--- src/design/irq_flag_regs.svh ---
// register offsets, field positions, masks and reset values of the
// interrupt flag and edge control block; byte addresses on a 32-bit bus
`ifndef IRQ_FLAG_REGS_SVH
`define IRQ_FLAG_REGS_SVH

`define ADDR_CTRL_TWO 6'h00
`define ADDR_FLAG_ZERO 6'h04
`define ADDR_FLAG_ONE 6'h08
`define ADDR_FLAG_TWO 6'h0C
`define ADDR_IRQ_STATUS 6'h10
`define ADDR_IRQ_MASK 6'h14

`define CTRL_ALT_VEC_BIT 15
`define CTRL_DISABLE_BIT 14
`define CTRL_WR_MASK 16'h8007
`define CTRL_RESET 16'h0000

`define FLAG_ZERO_MASK 16'hBFEF
`define FLAG_ONE_MASK 16'hFA1F
`define FLAG_TWO_MASK 16'h0023
`define FLAG_RESET 16'h0000

`define EXT0_FLAG_BIT 0
`define EXT1_FLAG_BIT 4
`define EXT2_FLAG_BIT 13

`define IRQ_EV_WIDTH 4
`define IRQ_EV_PERIPH_BIT 3
`define IRQ_RESET 4'h0

`endif

--- src/design/irq_flag_pkg.sv ---
// types shared by the interrupt flag and edge control block
// assumes the constants header is included by the users of this package
package irq_flag_pkg;
    typedef struct packed {
        logic [15:0] f2;
        logic [15:0] f1;
        logic [15:0] f0;
    } flag_regs_t;

    typedef struct packed {
        logic [31:0] dat;
        logic [3:0] sel;
        logic [5:0] adr;
        logic we;
        logic stb;
        logic cyc;
    } wb_req_t;
endpackage : irq_flag_pkg

--- src/design/interrupt_flag_and_edge_control.sv ---
// interrupt control register, external edge select and flag registers
// assumes a classic wishbone master, one clock, sources pulse synchronously
`timescale 1ns/10ps
`include "irq_flag_regs.svh"

module interrupt_flag_and_edge_control
    import irq_flag_pkg::*;
#(
    parameter int EXT_COUNT = 3
)
(
    input wire logic clk,
    input wire logic rst,
    input wire wb_req_t wbReq,
    output logic [31:0] wbDatO,
    output logic wbAckO,
    input wire flag_regs_t flagSet,
    input wire logic [2:0] extPin,
    input wire logic irqDisableActive,
    output logic altVectorSelect,
    output flag_regs_t flagsOut,
    output logic irqOut
);

    if (EXT_COUNT != 3)
    begin : g_check
        $error("EXT_COUNT must be 3");
    end

    // ------------------------------------------------------------
    // state
    // ------------------------------------------------------------
    logic [15:0] ctrl_ff;
    logic disableSeen_ff;
    flag_regs_t flags_ff;
    flag_regs_t nxt_flags;
    logic [31:0] datO_ff;
    logic ack_ff;
    logic [`IRQ_EV_WIDTH-1:0] status_ff;
    logic [`IRQ_EV_WIDTH-1:0] mask_ff;
    logic irq_ff;
    logic altVec_ff;
    logic [2:0] extSync1_ff;
    logic [2:0] extSync2_ff;
    logic [2:0] extPrev_ff;
    logic [2:0] extDet;
    logic access;
    logic wrStrobe;
    logic [15:0] laneMask;
    flag_regs_t hwSet;
    logic [`IRQ_EV_WIDTH-1:0] events;

    assign access = wbReq.cyc && wbReq.stb && !ack_ff;
    assign wrStrobe = access && wbReq.we;
    assign laneMask = {{8{wbReq.sel[1]}}, {8{wbReq.sel[0]}}};

    // ------------------------------------------------------------
    // external input synchronisers and edge detection
    // ------------------------------------------------------------
    always_ff @(posedge clk or posedge rst)
    begin
        if (rst)
        begin
            extSync1_ff <= 3'h0;
            extSync2_ff <= 3'h0;
            extPrev_ff <= 3'h0;
        end
        else
        begin
            extSync1_ff <= extPin;
            extSync2_ff <= extSync1_ff;
            extPrev_ff <= extSync2_ff;
        end
    end

    for (genvar i = 0; i < 3; i++)
    begin : g_edge
        // polarity 1 picks the falling edge, 0 the rising edge
        assign extDet[i] = ctrl_ff[i] ?
            (extPrev_ff[i] && !extSync2_ff[i]) :
            (!extPrev_ff[i] && extSync2_ff[i]);
    end

    // ------------------------------------------------------------
    // flag registers
    // ------------------------------------------------------------
    always_comb
    begin
        hwSet = flagSet;
        hwSet.f0[`EXT0_FLAG_BIT] = flagSet.f0[`EXT0_FLAG_BIT] | extDet[0];
        hwSet.f1[`EXT1_FLAG_BIT] = flagSet.f1[`EXT1_FLAG_BIT] | extDet[1];
        hwSet.f1[`EXT2_FLAG_BIT] = flagSet.f1[`EXT2_FLAG_BIT] | extDet[2];
    end

    function automatic logic [15:0] flagNext(
        input logic [15:0] cur,
        input logic [15:0] set,
        input logic hit,
        input logic [15:0] impl,
        input logic [15:0] lanes,
        input logic [15:0] wdat
    );
        logic [15:0] v;
        v = hit ? ((cur & ~lanes) | (wdat & lanes)) : cur;
        flagNext = (v | set) & impl;
    endfunction : flagNext

    always_comb
    begin
        nxt_flags.f0 = flagNext(flags_ff.f0, hwSet.f0,
            wrStrobe && wbReq.adr == `ADDR_FLAG_ZERO, `FLAG_ZERO_MASK,
            laneMask, wbReq.dat[15:0]);
        nxt_flags.f1 = flagNext(flags_ff.f1, hwSet.f1,
            wrStrobe && wbReq.adr == `ADDR_FLAG_ONE, `FLAG_ONE_MASK,
            laneMask, wbReq.dat[15:0]);
        nxt_flags.f2 = flagNext(flags_ff.f2, hwSet.f2,
            wrStrobe && wbReq.adr == `ADDR_FLAG_TWO, `FLAG_TWO_MASK,
            laneMask, wbReq.dat[15:0]);
    end

    always_ff @(posedge clk or posedge rst)
    begin
        if (rst)
            flags_ff <= {3{`FLAG_RESET}};
        else
            flags_ff <= nxt_flags;
    end

    // ------------------------------------------------------------
    // control register
    // ------------------------------------------------------------
    always_ff @(posedge clk or posedge rst)
    begin
        if (rst)
        begin
            ctrl_ff <= `CTRL_RESET;
            disableSeen_ff <= 1'b0;
            altVec_ff <= 1'b0;
        end
        else
        begin
            if (wrStrobe && wbReq.adr == `ADDR_CTRL_TWO)
                ctrl_ff <= (ctrl_ff & ~(laneMask & `CTRL_WR_MASK)) |
                    (wbReq.dat[15:0] & laneMask & `CTRL_WR_MASK);
            disableSeen_ff <= irqDisableActive;
            altVec_ff <= ctrl_ff[`CTRL_ALT_VEC_BIT];
        end
    end

    // ------------------------------------------------------------
    // interrupt status, mask and output
    // ------------------------------------------------------------
    assign events = {|(hwSet.f0 | hwSet.f1 | hwSet.f2), extDet};

    always_ff @(posedge clk or posedge rst)
    begin
        if (rst)
        begin
            status_ff <= `IRQ_RESET;
            mask_ff <= `IRQ_RESET;
            irq_ff <= 1'b0;
        end
        else
        begin
            // a new event wins over a write-one-to-clear
            if (wrStrobe && wbReq.adr == `ADDR_IRQ_STATUS && wbReq.sel[0])
                status_ff <= (status_ff & ~wbReq.dat[`IRQ_EV_WIDTH-1:0]) |
                    events;
            else
                status_ff <= status_ff | events;
            if (wrStrobe && wbReq.adr == `ADDR_IRQ_MASK && wbReq.sel[0])
                mask_ff <= wbReq.dat[`IRQ_EV_WIDTH-1:0];
            irq_ff <= |(status_ff & mask_ff);
        end
    end

    // ------------------------------------------------------------
    // wishbone slave: answers one cycle after the request
    // ------------------------------------------------------------
    always_ff @(posedge clk or posedge rst)
    begin
        if (rst)
        begin
            ack_ff <= 1'b0;
            datO_ff <= 32'h0000_0000;
        end
        else
        begin
            ack_ff <= access;
            if (access)
            begin
                unique case (wbReq.adr)
                    `ADDR_CTRL_TWO:
                        datO_ff <= {16'h0000, ctrl_ff[`CTRL_ALT_VEC_BIT],
                            disableSeen_ff, 11'h000, ctrl_ff[2:0]};
                    `ADDR_FLAG_ZERO:
                        datO_ff <= {16'h0000, flags_ff.f0};
                    `ADDR_FLAG_ONE:
                        datO_ff <= {16'h0000, flags_ff.f1};
                    `ADDR_FLAG_TWO:
                        datO_ff <= {16'h0000, flags_ff.f2};
                    `ADDR_IRQ_STATUS:
                        datO_ff <= {28'h0000000, status_ff};
                    `ADDR_IRQ_MASK:
                        datO_ff <= {28'h0000000, mask_ff};
                    default:
                        datO_ff <= 32'h0000_0000;
                endcase
            end
        end
    end

    assign wbDatO = datO_ff;
    assign wbAckO = ack_ff;
    assign altVectorSelect = altVec_ff;
    assign flagsOut = flags_ff;
    assign irqOut = irq_ff;

    // ------------------------------------------------------------
    // checks
    // ------------------------------------------------------------
    a_alt_vector_follows: assert property (
        @(posedge clk) disable iff (rst)
        ##1 altVec_ff == $past(ctrl_ff[`CTRL_ALT_VEC_BIT]))
        else $error("alternate vector select does not follow control");

    a_disable_status: assert property (
        @(posedge clk) disable iff (rst)
        disableSeen_ff == $past(irqDisableActive))
        else $error("disable status not shown");

    a_ctrl_unimpl_zero: assert property (
        @(posedge clk) disable iff (rst)
        (access && wbReq.adr == `ADDR_CTRL_TWO)
        |=> wbDatO[13:3] == 11'h000)
        else $error("control unimplemented bits read nonzero");

    a_fall_edge_flag: assert property (
        @(posedge clk) disable iff (rst)
        (ctrl_ff[1] && extPrev_ff[1] && !extSync2_ff[1])
        |=> flagsOut.f1[`EXT1_FLAG_BIT])
        else $error("falling edge did not set its flag");

    a_rise_edge_ignored: assert property (
        @(posedge clk) disable iff (rst)
        (ctrl_ff[0] && !extPrev_ff[0] && extSync2_ff[0]
            && !flags_ff.f0[`EXT0_FLAG_BIT]
            && !flagSet.f0[`EXT0_FLAG_BIT]
            && !(wrStrobe && wbReq.adr == `ADDR_FLAG_ZERO))
        |=> !flagsOut.f0[`EXT0_FLAG_BIT])
        else $error("rising edge taken on falling polarity");

    a_hw_set_flag: assert property (
        @(posedge clk) disable iff (rst)
        flagSet.f2[5] |=> flagsOut.f2[5])
        else $error("hardware set lost");

    a_flag_zero_layout: assert property (
        @(posedge clk) disable iff (rst)
        flagsOut.f0[14] == 1'b0 && flagsOut.f0[4] == 1'b0)
        else $error("flag reg zero reserved bit set");

    a_flag_one_layout: assert property (
        @(posedge clk) disable iff (rst)
        flagsOut.f1[10] == 1'b0 && flagsOut.f1[8:5] == 4'h0)
        else $error("flag reg one reserved bit set");

    a_flag_two_layout: assert property (
        @(posedge clk) disable iff (rst)
        flagsOut.f2[15:6] == 10'h000 && flagsOut.f2[4:2] == 3'h0)
        else $error("flag reg two reserved bit set");

    a_ext_edge_flag: assert property (
        @(posedge clk) disable iff (rst)
        extDet[2] |=> flagsOut.f1[`EXT2_FLAG_BIT])
        else $error("external edge did not set flag");

    a_flag_sticky: assert property (
        @(posedge clk) disable iff (rst)
        (flagsOut.f0[1] && !(wrStrobe && wbReq.adr == `ADDR_FLAG_ZERO))
        |=> flagsOut.f0[1])
        else $error("flag dropped without a write");

    a_set_beats_clear: assert property (
        @(posedge clk) disable iff (rst)
        (flagSet.f2[5] && wrStrobe && wbReq.adr == `ADDR_FLAG_TWO)
        |=> flagsOut.f2[5])
        else $error("software clear beat a hardware set");

    a_sync_two_stage: assert property (
        @(posedge clk) disable iff (rst)
        (!$past(rst) && !$past(rst, 2))
        |-> extSync2_ff == $past(extPin, 2))
        else $error("external input not taken through two stages");

    a_ctrl_write_mask: assert property (
        @(posedge clk) disable iff (rst)
        (wrStrobe && wbReq.adr == `ADDR_CTRL_TWO)
        |=> ctrl_ff[14:3] == 12'h000)
        else $error("write reached an unimplemented control bit");

    a_ack_one_cycle: assert property (
        @(posedge clk) disable iff (rst)
        wbAckO |=> !wbAckO)
        else $error("acknowledge held longer than one cycle");

    a_irq_level: assert property (
        @(posedge clk) disable iff (rst)
        irqOut == $past(|(status_ff & mask_ff)))
        else $error("interrupt output does not follow status and mask");

endmodule : interrupt_flag_and_edge_control

--- config.mk ---
export PLATFORM = sky130hd
export DESIGN_NAME = interrupt_flag_and_edge_control
export DESIGN_NICKNAME = d
export VERILOG_FILES = /design/src/design/irq_flag_pkg.sv /design/src/design/interrupt_flag_and_edge_control.sv
export VERILOG_INCLUDE_DIRS = /design/src /design/src/design
export SDC_FILE = /design/constraint.sdc
export NUM_CORES = 1
export LEC_CHECK = 0
export ABC_AREA = 0
export BUFFER_PORTS_ARGS = -buffer_cell sky130_fd_sc_hd__buf_2
export CAP_MARGIN = 0
export CELL_PAD_IN_SITES_DETAIL_PLACEMENT = 1
export CELL_PAD_IN_SITES_GLOBAL_PLACEMENT = 1
export CORE_ASPECT_RATIO = 1.25
export CORE_MARGIN = 2
export CORE_UTILIZATION = 29
export CTS_CLUSTER_SIZE = 10
export DETAILED_ROUTE_END_ITERATION = 6
export GPL_TIMING_DRIVEN = 0
export PLACE_DENSITY_LB_ADDON = 0.12
export SKIP_CTS_REPAIR_TIMING = 1
export SLEW_MARGIN = 20
export SYNTH_ARGS = -nofsm -noshare
export SYNTH_HDL_FRONTEND = slang
export SYNTH_SLANG_ARGS = --single-unit
--- constraint.sdc ---
create_clock -name clk -period 2 [get_ports clk]
set_input_delay 0.1 -clock clk [delete_from_list [all_inputs] [get_ports clk]]
set_output_delay 0.1 -clock clk [all_outputs]
set_load 0.1 [all_outputs]
==> results_dict.tcl, run 1 <==
set metrics [dict create \
    path_depth 5 \
    dp_hpwl_mm 9.01 \
    grt_max_degree 53 \
    setup_viol 0 \
    ys_seq_area_share_pct 51.3 \
    maxSlewHeadroom_pct 51.0 \
    wl_met1_mm 4.65 \
    worst-path-buf-inv 2 \
    ys.flop_type "dfrtp_1" \
    synth_seq_cells 69 \
    io_pins 182 \
    hp-class "input port to flop" \
    rsz0062_at_grt "false" \
    max_freq_ghz 0.531 \
    path_clk_slew_ps 60 \
    skew_ps 6.34 \
    period_share_pct 94.2 \
    cp_cell_sequence "clkbuf_1 -> nor4_2 -> nand4_1 -> clkbuf_1 -> a211o_1" \
    irDropWorstVdd_mv 0.369 \
    netlist.area_leader.share_pct 51.3 \
    dieWidth_um 100 \
    dr_wl_met3_um 732 \
    yosysWarnings 0 \
    cp.arrival_ps 2100 \
    status "finished, violations left" \
    seqPwrFrac_pct 38.0 \
    die_h_um 124 \
    antenna_found_initial 0 \
    p_leak_uw 0.00234 \
    yosys.area.top_type "dfrtp_1" \
    avgSynthCellArea_um2 10.4 \
    portBuffers 125 \
    fin_crit_ps 1880 \
    first_iter_violations 104 \
    crit_fanout 10 \
    avgRoutedWirePerCell_um 17.7 \
    synth_edf_count 0 \
    worstSkewPairLatency_ps 340 \
    cp-end-kind "flop" \
    dr_total_vias 3208 \
    clkSinkCount 69 \
    reg2reg_slack_ps 160 \
    finalWirelength_mm 11.7 \
    grt.overflow.total 0 \
    cts-root-buf "clkbuf_16" \
    cts_inserted_buffers 9 \
    crit_family "simple AND/OR/NAND/NOR gates" \
    dieArea_mm2 0.0125 \
    max-cap-violations 0 \
    grtUsageTotal_pct 18.9 \
    fin_cells 662 \
    sw_frac_of_total_pct 31.0 \
    violations "negative hold slack" \
    tightest_slew_ps 729 \
    viasPerCell 4.85 \
    synthCells 324 \
    wl_met2_mm 6.16 \
    nNetsFinal 618 \
    crit_type "input port to flop" \
    internal_power_uw 2600 \
    coreArea_mm2 0.0115 \
    tritoncts "done" \
    synth_area_leaders "dfrtp_1, buf_4, a211o_1" \
    r2r_cells 6 \
    syn2layout_area_growth_pct 44.8 \
    rr_startpoint "wbAckO$_DFF_PP0_" \
    diodes 0 \
    start_util_pct 29.4 \
    whs_ps -14.7 \
    grt_pass1_wl_mm 17.7 \
    gp_congestion 0.764 \
    maxSlewViolCount 0 \
    routed.top_layer "met4" \
    critPathLaunch "wbReq[7]" \
    worst_path_most_repeated_cell "clkbuf_1" \
    drc_errors 0 \
    power_density_mw_per_mm2 774 \
    hold_viol_final 4 \
    max_stage_delay_ps 720 \
    rows 44 \
    critPathSlowestCell "nor4_2" \
    worst_setup_path_start_kind "input port" \
    grt_pass1_vias 3212 \
    endpoint "flagsOut[27]$_DFF_PP0_" \
    p_clk_share_pct 42.9 \
    power_switching_uw 1170 \
    drive_above_1_share_pct 38.9 \
    synthArstFlopShare_pct 100 \
    first_pass_iters 4 \
    power_frac_comb_pct 19.1 \
    htreeDepth 3 \
    yosysUniqueCellTypes 45 \
    ant_nets 0 \
    max-clock-path-buffers 2 \
    netlist_area_mm2 0.00336 \
    cp.required_ps 2210 \
    dp.cells 623 \
]
power groups by stage:
| stage | sequential [µW] | clock [µW] | combinational (µW) |
|---|---|---|---|
| 6_report | 1440 | 1620 | 721 |
| 5_1_grt | 1440 | 1720 | 760 |
| 4_1_cts | 1440 | 1660 | 686 |
| 3_5_place_dp | 1460 | 0 | 685 |
| 3_3_place_gp | 1460 | 0 | 673 |
| 2_1_floorplan | 1540 | 0 | 437 |
cell usage after synthesis (6+ instances only):
master    instances
nor4_1           12
a211o_1          23
a21oi_1           7
clkbuf_1          9
nand3_1          16
dfrtp_1          69
inv_1            10
nor2_1           28
nand4_1           6
buf_4            37
mux2i_1           8
mux2_2            9
nand2_1          24
and3_1           12
cells by family after synthesis:
| kind of cell | synth area share, % |
|---|---|
| AND/OR/NAND/NOR | 17.9 |
| flip-flops | 51.3 |
| buffers and inverters | 11.3 |
| AO/OA/AOI/OAI | 14.0 |
| multiplexers | 5.39 |
| other | 0.111 |
cells in the final DEF, fill, tap and decap left out, drive strengths merged, types with 2 or more instances in the layout:
master       netlist  final
conb               1     36
and2               2      2
nor3               4      4
dfrtp             69     69
inv               11     12
or3                2      2
a21oi              7      7
buf               40    167
nand3             16     16
nand2             24     24
mux2               9      9
nand2b             4      4
a22oi              3      3
and3              12     12
clkbuf            10     21
nand4              6      6
mux2i              8      8
nor2              28     28
a211o             23     23
dlygate4sd3        0     22
o22ai              3      3
nor4              12     12
a21o               3      3
a221oi             2      2
a222oi             3      3
a32oi              4      4
o22a               2      2
clkinvlp           0      2
or4                2      2
a2111o             2      2
metrics by stage:
step | power, µW | TNS, ps | utilization (%) | setup slack (ps) | area, µm²
detailed placement | 2150 | -1930 | 37.8 | -226 | 4330
floorplan | 1980 | 0 | - | 6.37 | 3500
global placement | 2130 | -67250 | 37.5 | -1070 | 4300
CTS | 3780 | 0 | 40.5 | 21.9 | 4640
global route | 3910 | 0 | 42.5 | 9.50 | 4870
finish | 3770 | 0 | 42.5 | 116 | 4870
final cells by class:
cell class / instances / area [µm²]
tap: 138 / 173
timing repair buffer: 149 / 881
inverter: 11 / 43.8
fill: 1356 / 6580
clock inverter: 5 / 58.8
clock buffer: 11 / 243
buffer: 50 / 345
sequential: 69 / 1730
multi-input combinational: 229 / 1400
worst min path at each step:
stage | from | end | slack [ps] | depth (start not counted)
after floorplan | irqDisableActive | disableSeen_ff$_DFF_PP0_ | 130 | 0
after global placement | extPin[2] | extSync1_ff[2]$_DFF_PP0_ | 210 | 1
after detailed placement | rst | wbDatO[12]$_DFFE_PP0N_ | 60 | 2
after CTS | rst | wbDatO[12]$_DFFE_PP0N_ | -300 | 2
after global routing | flagSet[18] | flagsOut[18]$_DFF_PP0_ | 0.3 | 2
final | flagSet[13] | flagsOut[13]$_DFF_PP0_ | -10 | 2
sequential cells by signal (all words and copies together) (netlist names), 3 cells and up, named ones only:
signal,flops
extPrev_ff,3
extSync1_ff,3
extSync2_ff,3
flagsOut,28
mask_ff,4
status_ff,4
wbDatO,16
layer usage:
metal	vias up	GRT usage, %
li1	1506	-
met1	1574	23.2
met2	115	32.1
met3	13	4.38
met4	0	6.69
met5	-	0
No activity file was read; power rests on OpenSTA's default activity.
==> run 2: changes to the inputs <==
Settings changed: CORE_UTILIZATION 29 to 33, SETUP_SLACK_MARGIN set to 0.4.
Clock period 2 ns to 1.95 ns, I/O delays scaled along.
==> run 2 against run 1 <==
The run still ends with negative hold slack left. First-iteration DRC count rose by 24%. Count of clock-buffer cells in the layout fell by 1. Clock power rose by 3%. Register-to-register slack barely moved. Sequential cell count did not move. Die area fell by 12%. Final cell count rose by 0.91%. Combinational power rose by 8.5%. Sequential power barely moved. Hold slack improved by 1.2 ps. Global-route usage rose by 3.0 points. Critical path depth did not move. Highest routed layer unchanged.
==> results_dict.tcl, run 2 (synthesis results as in run 1) <==
set metrics [dict create \
    crit_fanout 5 \
    finalWirelength_mm 12.8 \
    first_iter_violations 129 \
    final.setup.worst_slack_ps 156 \
    dp.cells 615 \
    violations "negative hold slack" \
    max_freq_ghz 0.557 \
    power_density_mw_per_mm2 744 \
    ant_nets 0 \
    sw_frac_of_total_pct 31.5 \
    seqPwrFrac_pct 37.5 \
    tritoncts "done" \
    fin_cells 668 \
    status "finished, violations left" \
    hold_viol_final 2 \
    io_pins 182 \
    skew_ps 8.42 \
    crit_type "flop to flop" \
    period_share_pct 92.0 \
    clkSinkCount 69 \
    antenna_found_initial 0 \
    dieArea_mm2 0.0110 \
    holdPathEnd "flagsOut[16]$_DFF_PP0_" \
    worst_setup_path_start_kind "flop" \
    hp-class "input port to flop" \
    dieWidth_um 94.3 \
    diodes 0 \
    grtUsageTotal_pct 21.9 \
    min_from "flagSet[16]" \
    cp.arrival_ps 2020 \
    maxSlewViolCount 0 \
    viasPerCell 5.02 \
    dp_hpwl_mm 9.00 \
    cts_inserted_buffers 9 \
    top_usage_layer "met2" \
    totalPowerFinal_uw 3930 \
    avgRoutedWirePerCell_um 19.1 \
    grt_util_met3_pct 5.83 \
    cts-root-buf "clkbuf_16" \
    place_ws_ps -114 \
    start_util_pct 33.6 \
    worstSkewPairLatency_ps 340 \
    reg2reg_to "flagsOut[15]$_DFF_PP0_" \
    setup_viol 0 \
    fin_area_mm2 0.00528 \
    drc_errors 0 \
    gr-usage-met1_pct 25.9 \
    seqCellArea_mm2 0.00173 \
    internal_power_uw 2690 \
    rows 41 \
    grt_pass1_vias 3231 \
    largest_reg_flops 28 \
    path_clk_slew_ps 60 \
    p_clk_share_pct 42.6 \
    tightest_slew_ps 594 \
    portBuffers 125 \
    power_switching_uw 1240 \
    multi_input_area_mm2 0.00156 \
    fin_crit_ps 1790 \
    grt.overflow.total 0 \
    p_leak_uw 0.00250 \
    power_frac_comb_pct 19.9 \
    die_h_um 117 \
    layout_common_cells "buf_2, dfrtp_1, buf_4, conb_1, nor2_1" \
    whs_ps -13.5 \
    rr_startpoint "wbAckO$_DFF_PP0_" \
    htreeDepth 3 \
    first_pass_iters 5 \
    nNetsFinal 633 \
    grt_pass1_wl_mm 17.7 \
    max-clock-path-buffers 2 \
    cp-end-kind "flop" \
    maxSlewHeadroom_pct 60.3 \
    coreArea_mm2 0.0100 \
    reg2reg_slack_ps 160 \
    r2r_cells 5 \
    gp_congestion 0.799 \
    syn2layout_area_growth_pct 56.9 \
    rsz0062_at_grt "true" \
    final_common_cell "buf_2" \
    drive_above_1_share_pct 45.1 \
    min_path_cells 2 \
    dpl_cell_area_mm2 0.00448 \
    dr_total_vias 3353 \
    grt_util_met2_pct 38.0 \
    fillers 1181 \
    cp.required_ps 2180 \
    irDropWorstVdd_mv 0.474 \
    max-cap-violations 0 \
    grt_max_degree 28 \
]
[run 2: cell types whose count changed in the layout (fill, tap and decap cells not counted), sizes merged]
cell         before  now
buf             167  182
inv              12   10
clkinv            1    4
dlygate4sd3      22   25
clkbuf           21   17
[run 2: layer usage]
metal | wire, µm | vias up
li1 | - | 1535
met1 | 4830 | 1650
met2 | 6740 | 140
met3 | 826 | 28
met4 | 377 | 0
met5 | 0 | -
[run 2: worst max-delay path by stage]
stage | from | to | slack [ps]
finish | wbAckO$_DFF_PP0_ | flagsOut[15]$_DFF_PP0_ | 160
global route | wbAckO$_DFF_PP0_ | flagsOut[8]$_DFF_PP0_ | 120
CTS | wbAckO$_DFF_PP0_ | flagsOut[11]$_DFF_PP0_ | -30
detailed placement | wbReq[6] | flagsOut[15]$_DFF_PP0_ | -110
global placement | wbReq[6] | flagsOut[10]$_DFF_PP0_ | -100
floorplan | wbAckO$_DFF_PP0_ | flagsOut[10]$_DFF_PP0_ | -3
[run 2: area by class of cell]
class                      count  share of cell area, %
multi-input combinational    229                   29.5
buffer                        50                   7.94
tap                          129                   3.06
clock inverter                 6                   1.16
timing repair buffer         164                   20.1
sequential                    69                   32.8
inverter                      11                  0.877
clock buffer                  10                   4.53
[run 2: worst max-delay path, stage by stage, from the launching register on]
cell and delay (ps):
dfrtp_4 470, nand3b_1 210, or4_4 440, buf_6 160
buf_8 130, a211o_1 280
[run 2: power groups by stage]
stage	logic, µW	registers (µW)	clock network [µW]
6_report	782	1470	1670
5_1_grt	819	1480	1760
4_1_cts	714	1470	1690
3_5_place_dp	712	1500	0
3_3_place_gp	694	1500	0
2_1_floorplan	455	1580	0
[run 2: through the flow]
stage          util, %  TNS [ps]  hold WS [ps]
2_1_floorplan        -     -23.2           129
3_3_place_gp      44.3      -701           208
3_5_place_dp      44.8      -834           196
4_1_cts           47.8      -171          -172
5_1_grt           52.8         0          1.65
6_report          52.8         0         -13.5
